### config.mk
export PLATFORM = sky130hd
export DESIGN_NAME = sof_flags
export DESIGN_NICKNAME = d
export VERILOG_FILES = /design/src/verilog/sof_pkg.sv /design/src/verilog/sof_line_watch.sv /design/src/verilog/sof_flags.sv
export VERILOG_INCLUDE_DIRS = /design/src /design/src/verilog
export SDC_FILE = /design/constraint.sdc
export NUM_CORES = 1
export LEC_CHECK = 0
export BUFFER_PORTS_ARGS = -buffer_cell sky130_fd_sc_hd__buf_2
export CAP_MARGIN = 15
export CORE_MARGIN = 3
export CORE_UTILIZATION = 39
export CTS_CLUSTER_DIAMETER = 30
export DETAILED_ROUTE_END_ITERATION = 10
export PLACE_DENSITY = 0.76
export SKIP_LAST_GASP = 1
export SYNTH_ARGS = -nofsm -noshare
export SYNTH_HDL_FRONTEND = slang
export SYNTH_SLANG_ARGS = --single-unit
### constraint.sdc
create_clock -name clk_i -period 1.2 [get_ports clk_i]
set_input_delay 0.06 -clock clk_i [delete_from_list [all_inputs] [get_ports clk_i]]
set_output_delay 0.06 -clock clk_i [all_outputs]
set_load 0.1 [all_outputs]
### src/verilog/sof_defs.svh
`ifndef SOF_DEFS_SVH
`define SOF_DEFS_SVH

`define SOF_ADDR_W         8
`define SOF_OFF_STATUS_ONE 8'h00
`define SOF_OFF_STATUS_TWO 8'h04
`define SOF_OFF_BYTE_BUF   8'h08
`define SOF_OFF_CONTROL    8'h0C

`define SOF_BIT_EVENT      7
`define SOF_BIT_TEN_BIT    6
`define SOF_BIT_DIR        5
`define SOF_BIT_BUSY       4
`define SOF_BIT_BYTE_DONE  3
`define SOF_BIT_MATCH      2
`define SOF_BIT_ROLE       1
`define SOF_BIT_START      0

`define SOF_CTL_ON         5
`define SOF_CTL_START      3
`define SOF_CTL_ACK        2
`define SOF_CTL_IRQ        0

`define SOF_STATUS_RESET   8'h00
`define SOF_CONTROL_RESET  8'h00

`endif

### src/verilog/sof_pkg.sv
package sof_pkg;
    // one-cycle event pulses from the shift datapath
    typedef struct packed {
        logic byte_tx_done;
        logic byte_rx_done;
        logic addr_acked;
        logic header_sent;
        logic addr_match;
        logic start_made;
    } sof_evt_type;

    // one-cycle error pulses from the second status register logic
    typedef struct packed {
        logic nack;
        logic halt;
        logic lost;
        logic misplaced;
    } sof_err_type;

    typedef struct packed {
        logic start_det;
        logic stop_det;
    } sof_cond_type;
endpackage

### src/verilog/sof_line_watch.sv
`timescale 1ns/1ps
`default_nettype none
module sof_line_watch (
    input  wire logic                  clk_i,
    input  wire logic                  rst_b_i,
    input  wire logic                  scl_i,
    input  wire logic                  sda_i,
    output var sof_pkg::sof_cond_type  cond_o
);
    import sof_pkg::*;

    logic [1:0] scl_sync_reg;
    logic [1:0] sda_sync_reg;
    logic       sda_last_reg;

    // pins are asynchronous to clk_i: two stages before any decode
    always_ff @(posedge clk_i or negedge rst_b_i) begin
        if (!rst_b_i) begin
            scl_sync_reg <= 2'h3;
            sda_sync_reg <= 2'h3;
            sda_last_reg <= 1'b1;
        end else begin
            scl_sync_reg <= {scl_sync_reg[0], scl_i};
            sda_sync_reg <= {sda_sync_reg[0], sda_i};
            sda_last_reg <= sda_sync_reg[1];
        end
    end

    // start: data falls while clock high; stop: data rises while clock high
    always_ff @(posedge clk_i or negedge rst_b_i) begin
        if (!rst_b_i) begin
            cond_o <= '0;
        end else begin
            cond_o.start_det <= scl_sync_reg[1] & sda_last_reg & ~sda_sync_reg[1];
            cond_o.stop_det  <= scl_sync_reg[1] & ~sda_last_reg & sda_sync_reg[1];
        end
    end
endmodule
`default_nettype wire

### src/verilog/sof_flags.sv
`timescale 1ns/1ps
`default_nettype none
`include "sof_defs.svh"
module sof_flags #(
    parameter int ADDR_W = `SOF_ADDR_W
) (
    input  wire logic                  clk_i,
    input  wire logic                  rst_b_i,
    input  wire logic                  psel_i,
    input  wire logic                  penable_i,
    input  wire logic                  pwrite_i,
    input  wire logic [ADDR_W-1:0]     paddr_i,
    input  wire logic [31:0]           pwdata_i,
    output logic      [31:0]           prdata_o,
    output logic                       pready_o,
    output logic                       pslverr_o,
    input  wire logic                  scl_i,
    input  wire logic                  sda_i,
    output logic                       scl_o,
    output logic                       scl_oe_b_o,
    input  wire sof_pkg::sof_evt_type  evt_i,
    input  wire sof_pkg::sof_err_type  err_i,
    input  wire logic                  global_mask_i,
    output logic                       interface_on_o,
    output logic                       start_req_o,
    output logic                       ack_en_o,
    output logic                       irq_o
);
    import sof_pkg::*;

    logic [1:0]   rst_sync_reg;
    logic         rst_b;
    sof_cond_type cond;
    logic         interface_on_reg;
    logic         irq_allow_reg;
    logic         start_req_reg;
    logic         ack_en_reg;
    logic         any_event_reg;
    logic         ten_bit_reg;
    logic         dir_reg;
    logic         busy_reg;
    logic         byte_done_reg;
    logic         match_reg;
    logic         role_reg;
    logic         start_sent_reg;
    logic         seq_one_reg;
    logic         seq_two_reg;
    logic [7:0]   status_one;
    logic         setup;
    logic         acc;
    logic         rd_one;
    logic         rd_two;
    logic         buf_acc;
    logic         buf_wr;
    logic         buf_rd;
    logic         other_rd;
    logic         one_done;
    logic         two_done;
    logic         any_evt;
    logic         stretch;

    function automatic logic hit(input logic [ADDR_W-1:0] a, input logic [7:0] off);
        hit = (a == ADDR_W'(off));
    endfunction

    always_ff @(posedge clk_i or negedge rst_b_i) begin
        if (!rst_b_i) begin
            rst_sync_reg <= 2'h0;
        end else begin
            rst_sync_reg <= {rst_sync_reg[0], 1'b1};
        end
    end
    assign rst_b = rst_sync_reg[1];

    sof_line_watch u_watch (
        .clk_i   (clk_i),
        .rst_b_i (rst_b),
        .scl_i   (scl_i),
        .sda_i   (sda_i),
        .cond_o  (cond)
    );

    assign setup    = psel_i & ~penable_i;
    assign acc      = psel_i & penable_i & pready_o;
    assign rd_one   = acc & ~pwrite_i & hit(paddr_i, `SOF_OFF_STATUS_ONE);
    assign rd_two   = acc & ~pwrite_i & hit(paddr_i, `SOF_OFF_STATUS_TWO);
    assign buf_acc  = acc & hit(paddr_i, `SOF_OFF_BYTE_BUF);
    assign buf_wr   = buf_acc & pwrite_i;
    assign buf_rd   = buf_acc & ~pwrite_i;
    assign other_rd = acc & ~pwrite_i & ~hit(paddr_i, `SOF_OFF_BYTE_BUF);
    assign one_done = seq_one_reg & buf_acc;
    assign two_done = seq_two_reg & buf_wr;
    assign any_evt  = evt_i.byte_tx_done | evt_i.byte_rx_done | evt_i.addr_match
                    | evt_i.start_made | evt_i.header_sent | evt_i.addr_acked
                    | err_i.nack | err_i.halt | err_i.lost | err_i.misplaced;
    assign stretch  = byte_done_reg | match_reg;

    assign status_one = {any_event_reg, ten_bit_reg, dir_reg, busy_reg,
                         byte_done_reg, match_reg, role_reg, start_sent_reg};

    // apb: no wait states; read data and pready both come from flops loaded in the setup cycle
    always_ff @(posedge clk_i or negedge rst_b) begin
        if (!rst_b) begin
            pready_o  <= 1'b0;
            pslverr_o <= 1'b0;
            prdata_o  <= 32'h0000_0000;
        end else begin
            pready_o  <= setup;
            pslverr_o <= setup & ~(hit(paddr_i, `SOF_OFF_STATUS_ONE)
                       | hit(paddr_i, `SOF_OFF_STATUS_TWO)
                       | hit(paddr_i, `SOF_OFF_BYTE_BUF)
                       | hit(paddr_i, `SOF_OFF_CONTROL));
            if (setup && !pwrite_i) begin
                if (hit(paddr_i, `SOF_OFF_STATUS_ONE)) begin
                    prdata_o <= {24'h00_0000, status_one};
                end else if (hit(paddr_i, `SOF_OFF_CONTROL)) begin
                    prdata_o <= {26'h0, interface_on_reg, 2'h0,
                                 ack_en_reg, 1'b0, irq_allow_reg};
                end else begin
                    // status_two and byte_buffer data live outside this block
                    prdata_o <= 32'h0000_0000;
                end
            end
        end
    end

    // control register; the stop request is kept elsewhere and survives disable
    always_ff @(posedge clk_i or negedge rst_b) begin
        if (!rst_b) begin
            interface_on_reg <= 1'b0;
            irq_allow_reg    <= 1'b0;
            start_req_reg    <= 1'b0;
            ack_en_reg       <= 1'b0;
        end else if (acc && pwrite_i && hit(paddr_i, `SOF_OFF_CONTROL)) begin
            interface_on_reg <= pwdata_i[`SOF_CTL_ON];
            if (interface_on_reg && pwdata_i[`SOF_CTL_ON]) begin
                irq_allow_reg <= pwdata_i[`SOF_CTL_IRQ];
                start_req_reg <= pwdata_i[`SOF_CTL_START] & ~evt_i.start_made;
                ack_en_reg    <= pwdata_i[`SOF_CTL_ACK];
            end else begin
                // first enabling write only switches on
                irq_allow_reg <= 1'b0;
                start_req_reg <= 1'b0;
                ack_en_reg    <= 1'b0;
            end
        end else if (!interface_on_reg) begin
            irq_allow_reg <= 1'b0;
            start_req_reg <= 1'b0;
            ack_en_reg    <= 1'b0;
        end else if (evt_i.start_made) begin
            start_req_reg <= 1'b0;
        end
    end

    // sequence memory: a read of status_one or status_two arms, other reads disarm
    always_ff @(posedge clk_i or negedge rst_b) begin
        if (!rst_b) begin
            seq_one_reg <= 1'b0;
            seq_two_reg <= 1'b0;
        end else if (!interface_on_reg) begin
            seq_one_reg <= 1'b0;
            seq_two_reg <= 1'b0;
        end else begin
            if (rd_one) begin
                seq_one_reg <= 1'b1;
            end else if (other_rd || buf_acc) begin
                seq_one_reg <= 1'b0;
            end
            if (rd_two) begin
                seq_two_reg <= 1'b1;
            end else if (other_rd || buf_acc) begin
                seq_two_reg <= 1'b0;
            end
        end
    end

    // event summary: a new event in the clearing cycle wins
    always_ff @(posedge clk_i or negedge rst_b) begin
        if (!rst_b) begin
            any_event_reg <= 1'b0;
        end else if (!interface_on_reg) begin
            any_event_reg <= 1'b0;
        end else if (any_evt) begin
            any_event_reg <= 1'b1;
        end else if (rd_two || one_done || two_done) begin
            any_event_reg <= 1'b0;
        end
    end

    always_ff @(posedge clk_i or negedge rst_b) begin
        if (!rst_b) begin
            ten_bit_reg <= 1'b0;
        end else if (!interface_on_reg) begin
            ten_bit_reg <= 1'b0;
        end else if (evt_i.header_sent) begin
            ten_bit_reg <= 1'b1;
        end else if (two_done) begin
            ten_bit_reg <= 1'b0;
        end
    end

    always_ff @(posedge clk_i or negedge rst_b) begin
        if (!rst_b) begin
            byte_done_reg <= 1'b0;
            dir_reg       <= 1'b0;
        end else if (!interface_on_reg) begin
            byte_done_reg <= 1'b0;
            dir_reg       <= 1'b0;
        end else if (evt_i.byte_tx_done || evt_i.addr_acked) begin
            byte_done_reg <= 1'b1;
            dir_reg       <= 1'b1;
        end else if (evt_i.byte_rx_done) begin
            byte_done_reg <= 1'b1;
            dir_reg       <= 1'b0;
        end else if (one_done) begin
            byte_done_reg <= 1'b0;
            dir_reg       <= 1'b0;
        end else if (cond.stop_det || err_i.halt || err_i.lost) begin
            dir_reg       <= 1'b0;
        end
    end

    // busy keeps its value while off, so it may be stale after enabling
    always_ff @(posedge clk_i or negedge rst_b) begin
        if (!rst_b) begin
            busy_reg <= 1'b0;
        end else if (interface_on_reg) begin
            if (cond.stop_det || err_i.misplaced) begin
                busy_reg <= 1'b0;
            end else if (cond.start_det) begin
                busy_reg <= 1'b1;
            end
        end
    end

    always_ff @(posedge clk_i or negedge rst_b) begin
        if (!rst_b) begin
            match_reg <= 1'b0;
        end else if (!interface_on_reg) begin
            match_reg <= 1'b0;
        end else if (evt_i.addr_match) begin
            match_reg <= 1'b1;
        end else if (rd_one) begin
            match_reg <= 1'b0;
        end
    end

    always_ff @(posedge clk_i or negedge rst_b) begin
        if (!rst_b) begin
            role_reg       <= 1'b0;
            start_sent_reg <= 1'b0;
        end else if (!interface_on_reg) begin
            role_reg       <= 1'b0;
            start_sent_reg <= 1'b0;
        end else begin
            if (evt_i.start_made && start_req_reg) begin
                role_reg <= 1'b1;
            end else if (cond.stop_det || err_i.lost) begin
                role_reg <= 1'b0;
            end
            if (evt_i.start_made) begin
                start_sent_reg <= 1'b1;
            end else if (one_done && buf_wr) begin
                start_sent_reg <= 1'b0;
            end
        end
    end

    // stretch follows the flags one cycle late; clock line is never driven high
    always_ff @(posedge clk_i or negedge rst_b) begin
        if (!rst_b) begin
            scl_o          <= 1'b0;
            scl_oe_b_o     <= 1'b1;
            irq_o          <= 1'b0;
            interface_on_o <= 1'b0;
            start_req_o    <= 1'b0;
            ack_en_o       <= 1'b0;
        end else begin
            scl_o          <= 1'b0;
            scl_oe_b_o     <= ~(interface_on_reg & stretch);
            irq_o          <= any_event_reg & irq_allow_reg & ~global_mask_i;
            interface_on_o <= interface_on_reg;
            start_req_o    <= start_req_reg;
            ack_en_o       <= ack_en_reg;
        end
    end

    AST_EVT_SET: assert property (@(posedge clk_i) disable iff (!rst_b)
        (interface_on_reg && any_evt) |=> any_event_reg)
        else $error("event summary not set after event");

    AST_TEN_CLR: assert property (@(posedge clk_i) disable iff (!rst_b)
        (ten_bit_reg && !seq_two_reg && buf_wr && !evt_i.header_sent
         && interface_on_reg) |=> ten_bit_reg)
        else $error("ten-bit flag cleared without status_two read");

    AST_DIR_TX: assert property (@(posedge clk_i) disable iff (!rst_b)
        (interface_on_reg && evt_i.byte_tx_done) |=> (dir_reg && byte_done_reg))
        else $error("direction not 1 after transmit");

    AST_DIR_CLR: assert property (@(posedge clk_i) disable iff (!rst_b)
        (!byte_done_reg && $past(cond.stop_det) && !$past(evt_i.byte_tx_done)
         && !$past(evt_i.addr_acked)) |-> !dir_reg)
        else $error("direction still set after stop");

    AST_BUSY_OFF: assert property (@(posedge clk_i) disable iff (!rst_b)
        !interface_on_reg |=> $stable(busy_reg))
        else $error("busy changed while off");

    AST_BUSY_ERR: assert property (@(posedge clk_i) disable iff (!rst_b)
        (interface_on_reg && err_i.misplaced) |=> !busy_reg)
        else $error("busy not cleared on misplaced condition");

    AST_BTF_SEQ: assert property (@(posedge clk_i) disable iff (!rst_b)
        (byte_done_reg && !seq_one_reg && buf_acc) |=> byte_done_reg)
        else $error("byte_done cleared without status_one read");

    AST_STRETCH: assert property (@(posedge clk_i) disable iff (!rst_b)
        (interface_on_reg && byte_done_reg) |=> !scl_oe_b_o)
        else $error("clock not stretched while byte_done set");

    AST_MATCH_HOLD: assert property (@(posedge clk_i) disable iff (!rst_b)
        (interface_on_reg && match_reg) [*2] |-> !scl_oe_b_o)
        else $error("clock released while slave_match set");

    AST_OFF_CLEAR: assert property (@(posedge clk_i) disable iff (!rst_b)
        !interface_on_reg |=> (status_one & 8'hEF) == 8'h00)
        else $error("flags not cleared while off");

    AST_IRQ: assert property (@(posedge clk_i) disable iff (!rst_b)
        (any_event_reg && irq_allow_reg && !global_mask_i) |=> irq_o)
        else $error("interrupt not raised");
endmodule
`default_nettype wire

==> impl_metrics.json <==
{
  "worst_slack_ns": -0.299,
  "drc_errors": 0,
  "nets": 289,
  "grtUsageMet2": 0.268,
  "drive_above_1_share": 0.461,
  "mostFrequentLayoutCells": "buf_2, dfrtp_1, conb_1",
  "rrSetupSlack_ns": -0.30,
  "endpoint_kind": "register",
  "async_flop_share": 1.00,
  "core_area_sq_um": 4140,
  "synth_compound_area_frac": 0.127,
  "cts_tree": "done",
  "finClkSkew_ns": 0.00421,
  "report.final.slew_viol_count": 0,
  "cp_max_fo": 2,
  "grtUsageMet1": 0.176,
  "violations": "negative setup slack",
  "synth_top_family_by_area": "simple AND/OR/NAND/NOR gates",
  "wl_per_cell_um": 13.8,
  "cts_max_level": 2,
  "io-pin-count": 98,
  "crit_required_ns": 1.38,
  "cts_buffers": 5,
  "start_kind": "register",
  "met3_usage": 0.0399,
  "rows": 23,
  "synth.distinct_cells": 35,
  "cts_sinks": 38,
  "rsz0062_at_grt": "true",
  "min_period_ns": 1.50,
  "r2r_end": "dir_reg",
  "top_register": "prdata_o",
  "overflow": 0,
  "design_area_sq_um": 2330,
  "port_buffers": 44,
  "grt_usage": 0.153,
  "hold_violations": 0,
  "drt_iter0_drc": 65,
  "ys_seq_area_frac": 0.552,
  "cts_buffer_depth": 2,
  "dp_hpwl_um": 2860,
  "synth_warnings": 0,
  "arrival_ns": 1.68,
  "synth-edff-count": 0,
  "vdd_drop_max_mv": 0.824,
  "powerDensity_nw_per_um2": 1200,
  "clkSlewWorstSetupHoldPaths_ns": 0.07,
  "ys.flop_type": "dfrtp_1",
  "r2r_start": "seq_one_reg",
  "antenna_found_initial": 0,
  "synth_seq_cells": 38,
  "fmax_ghz": 0.667,
  "largest_reg_flops": 8,
  "synth-adder-area-share": 0,
  "p_leak_nw": 1.15,
  "synth-xor-area-share": 0,
  "worstSkewPairLatency_ns": 0.28,
  "synth.area.top_cells": "dfrtp_1, buf_4, dfstp_2",
  "die_w_um": 72.7,
  "diodes": 0,
  "syn_inst": 161,
  "min_delay_path_depth": 3,
  "cts_root_buffer": "clkbuf_8",
  "grt_max_degree": 37,
  "maxCapViolations": 0,
  "yosys.area.top_type": "dfrtp_1",
  "syn_avg_cell_area_sq_um": 10.8,
  "place_area_sq_um": 2100,
  "hold_start": "pwdata_i[3]",
  "synth_area_sq_um": 1740,
  "r2r_cells": 4,
  "dieArea_sq_um": 5290,
  "areaGrowthSynthToFinish_pct": 34.4,
  "status": "finished with violations",
  "yosys.area_share.simple": 0.169,
  "drt_first_pass_iters": 4,
  "crit_type": "reg2reg",
  "synth.area.mux_share": 0.00865,
  "post-route-period-util": 1.25,
  "initial_core_util": 0.419,
  "ant_nets": 0,
  "fill_cells": 371,
  "hp-class": "in2reg",
  "place_congestion": 0.898,
  "synth_top_area_share": 0.461,
  "wirelength_um": 3900,
  "grt_pass1_wl_um": 6130,
  "busiest_layer": "met2",
  "num_vias": 1382,
  "min_to": "start_req_reg",
  "grt_pass1_vias": 1366,
  "die_h_um": 72.7,
  "finalPower_mw": 2.79,
  "finalSetupViolations": 9,
  "layout_commonest_cell": "buf_2",
  "via_per_inst": 4.90
}
-- worst max path at each step --
stage	from	endpoint	slack, ns	cells past startpoint
2_1_floorplan	pready_o	interface_on_reg	-0.55	4
3_3_place_gp	paddr_i[1]	dir_reg	-0.56	5
3_5_place_dp	paddr_i[1]	dir_reg	-0.59	5
4_1_cts	pready_o	dir_reg	-0.27	4
5_1_grt	seq_one_reg	dir_reg	-0.35	4
6_report	seq_one_reg	dir_reg	-0.30	4
-- synthesized netlist by cell type (all sizes together), types with 2 or more instances --
| library cell | count |
|---|---|
| a41oi | 2 |
| nand2b | 2 |
| nand3 | 7 |
| dfrtp | 32 |
| o21a | 3 |
| or2 | 3 |
| nand4 | 6 |
| a21oi | 5 |
| nor4 | 2 |
| o21ai | 10 |
| conb | 2 |
| clkbuf | 7 |
| or4 | 2 |
| nand2 | 8 |
| a22o | 5 |
| a22oi | 4 |
| nor3 | 6 |
| nor2 | 8 |
| nor2b | 3 |
| dfstp | 6 |
| buf | 27 |
-- cell families after synthesis --
kind of cell    Yosys count
simple gates             52
other cells               2
mux                       1
compound gates           33
flops                    38
buf+inv                  35
-- metal layers --
layer / vias up / wire [um]
li1: 657 / -
met5: - / 0
met3: 6 / 312
met1: 658 / 1510
met4: 0 / 52
met2: 61 / 2030
-- where the power goes --
| group | switching (mW) | internal, mW |
|---|---|---|
| registers | 0.0109 | 1.31 |
| logic | 0.472 | 0.105 |
| clock network | 0.428 | 0.463 |
-- through the flow --
step / TNS, ns / setup WS [ns] / utilization / cells / hold WS (ns)
after floorplan: -5.90 / -0.551 / - / 185 / -0.236
after global placement: -6.75 / -0.555 / 0.507 / 267 / -0.154
after detailed placement: -7.33 / -0.594 / 0.507 / 267 / -0.152
after CTS: -1.71 / -0.273 / 0.556 / 280 / 0.0343
after global routing: -1.87 / -0.348 / 0.563 / 282 / 0.0508
final: -1.47 / -0.299 / 0.563 / 282 / 0.0437
-- critical path, stage by stage (launching register included) --
cell and delay (ns):
dfrtp_1 0.34, and3b_2 0.21, or4b_4 0.49, a41o_1 0.20, and2_1 0.15
-- cell type report --
class | instances | area [sq um] | share of cell area
repair buffers | 73 | 505 | 0.217
clock inverters | 1 | 5.00 | 0.00215
multi-input cells | 112 | 707 | 0.303
inverters | 1 | 3.75 | 0.00161
flip-flops and latches | 38 | 962 | 0.413
well taps | 50 | 62.6 | 0.0268
clock buffers | 7 | 86.3 | 0.0370
-- repair_timing --
| item | CTS | global route |
|---|---|---|
| hold buffers | 4 | 0 |
| setup buffers | 1 | 3 |
| pin swaps | 5 | 7 |
| setup endpoints to repair | 15 | 20 |
| gates resized for setup | 14 | 5 |
| endpoints found under the hold margin | 5 | 0 |
Note: power is estimated with default switching activity, not from simulation.
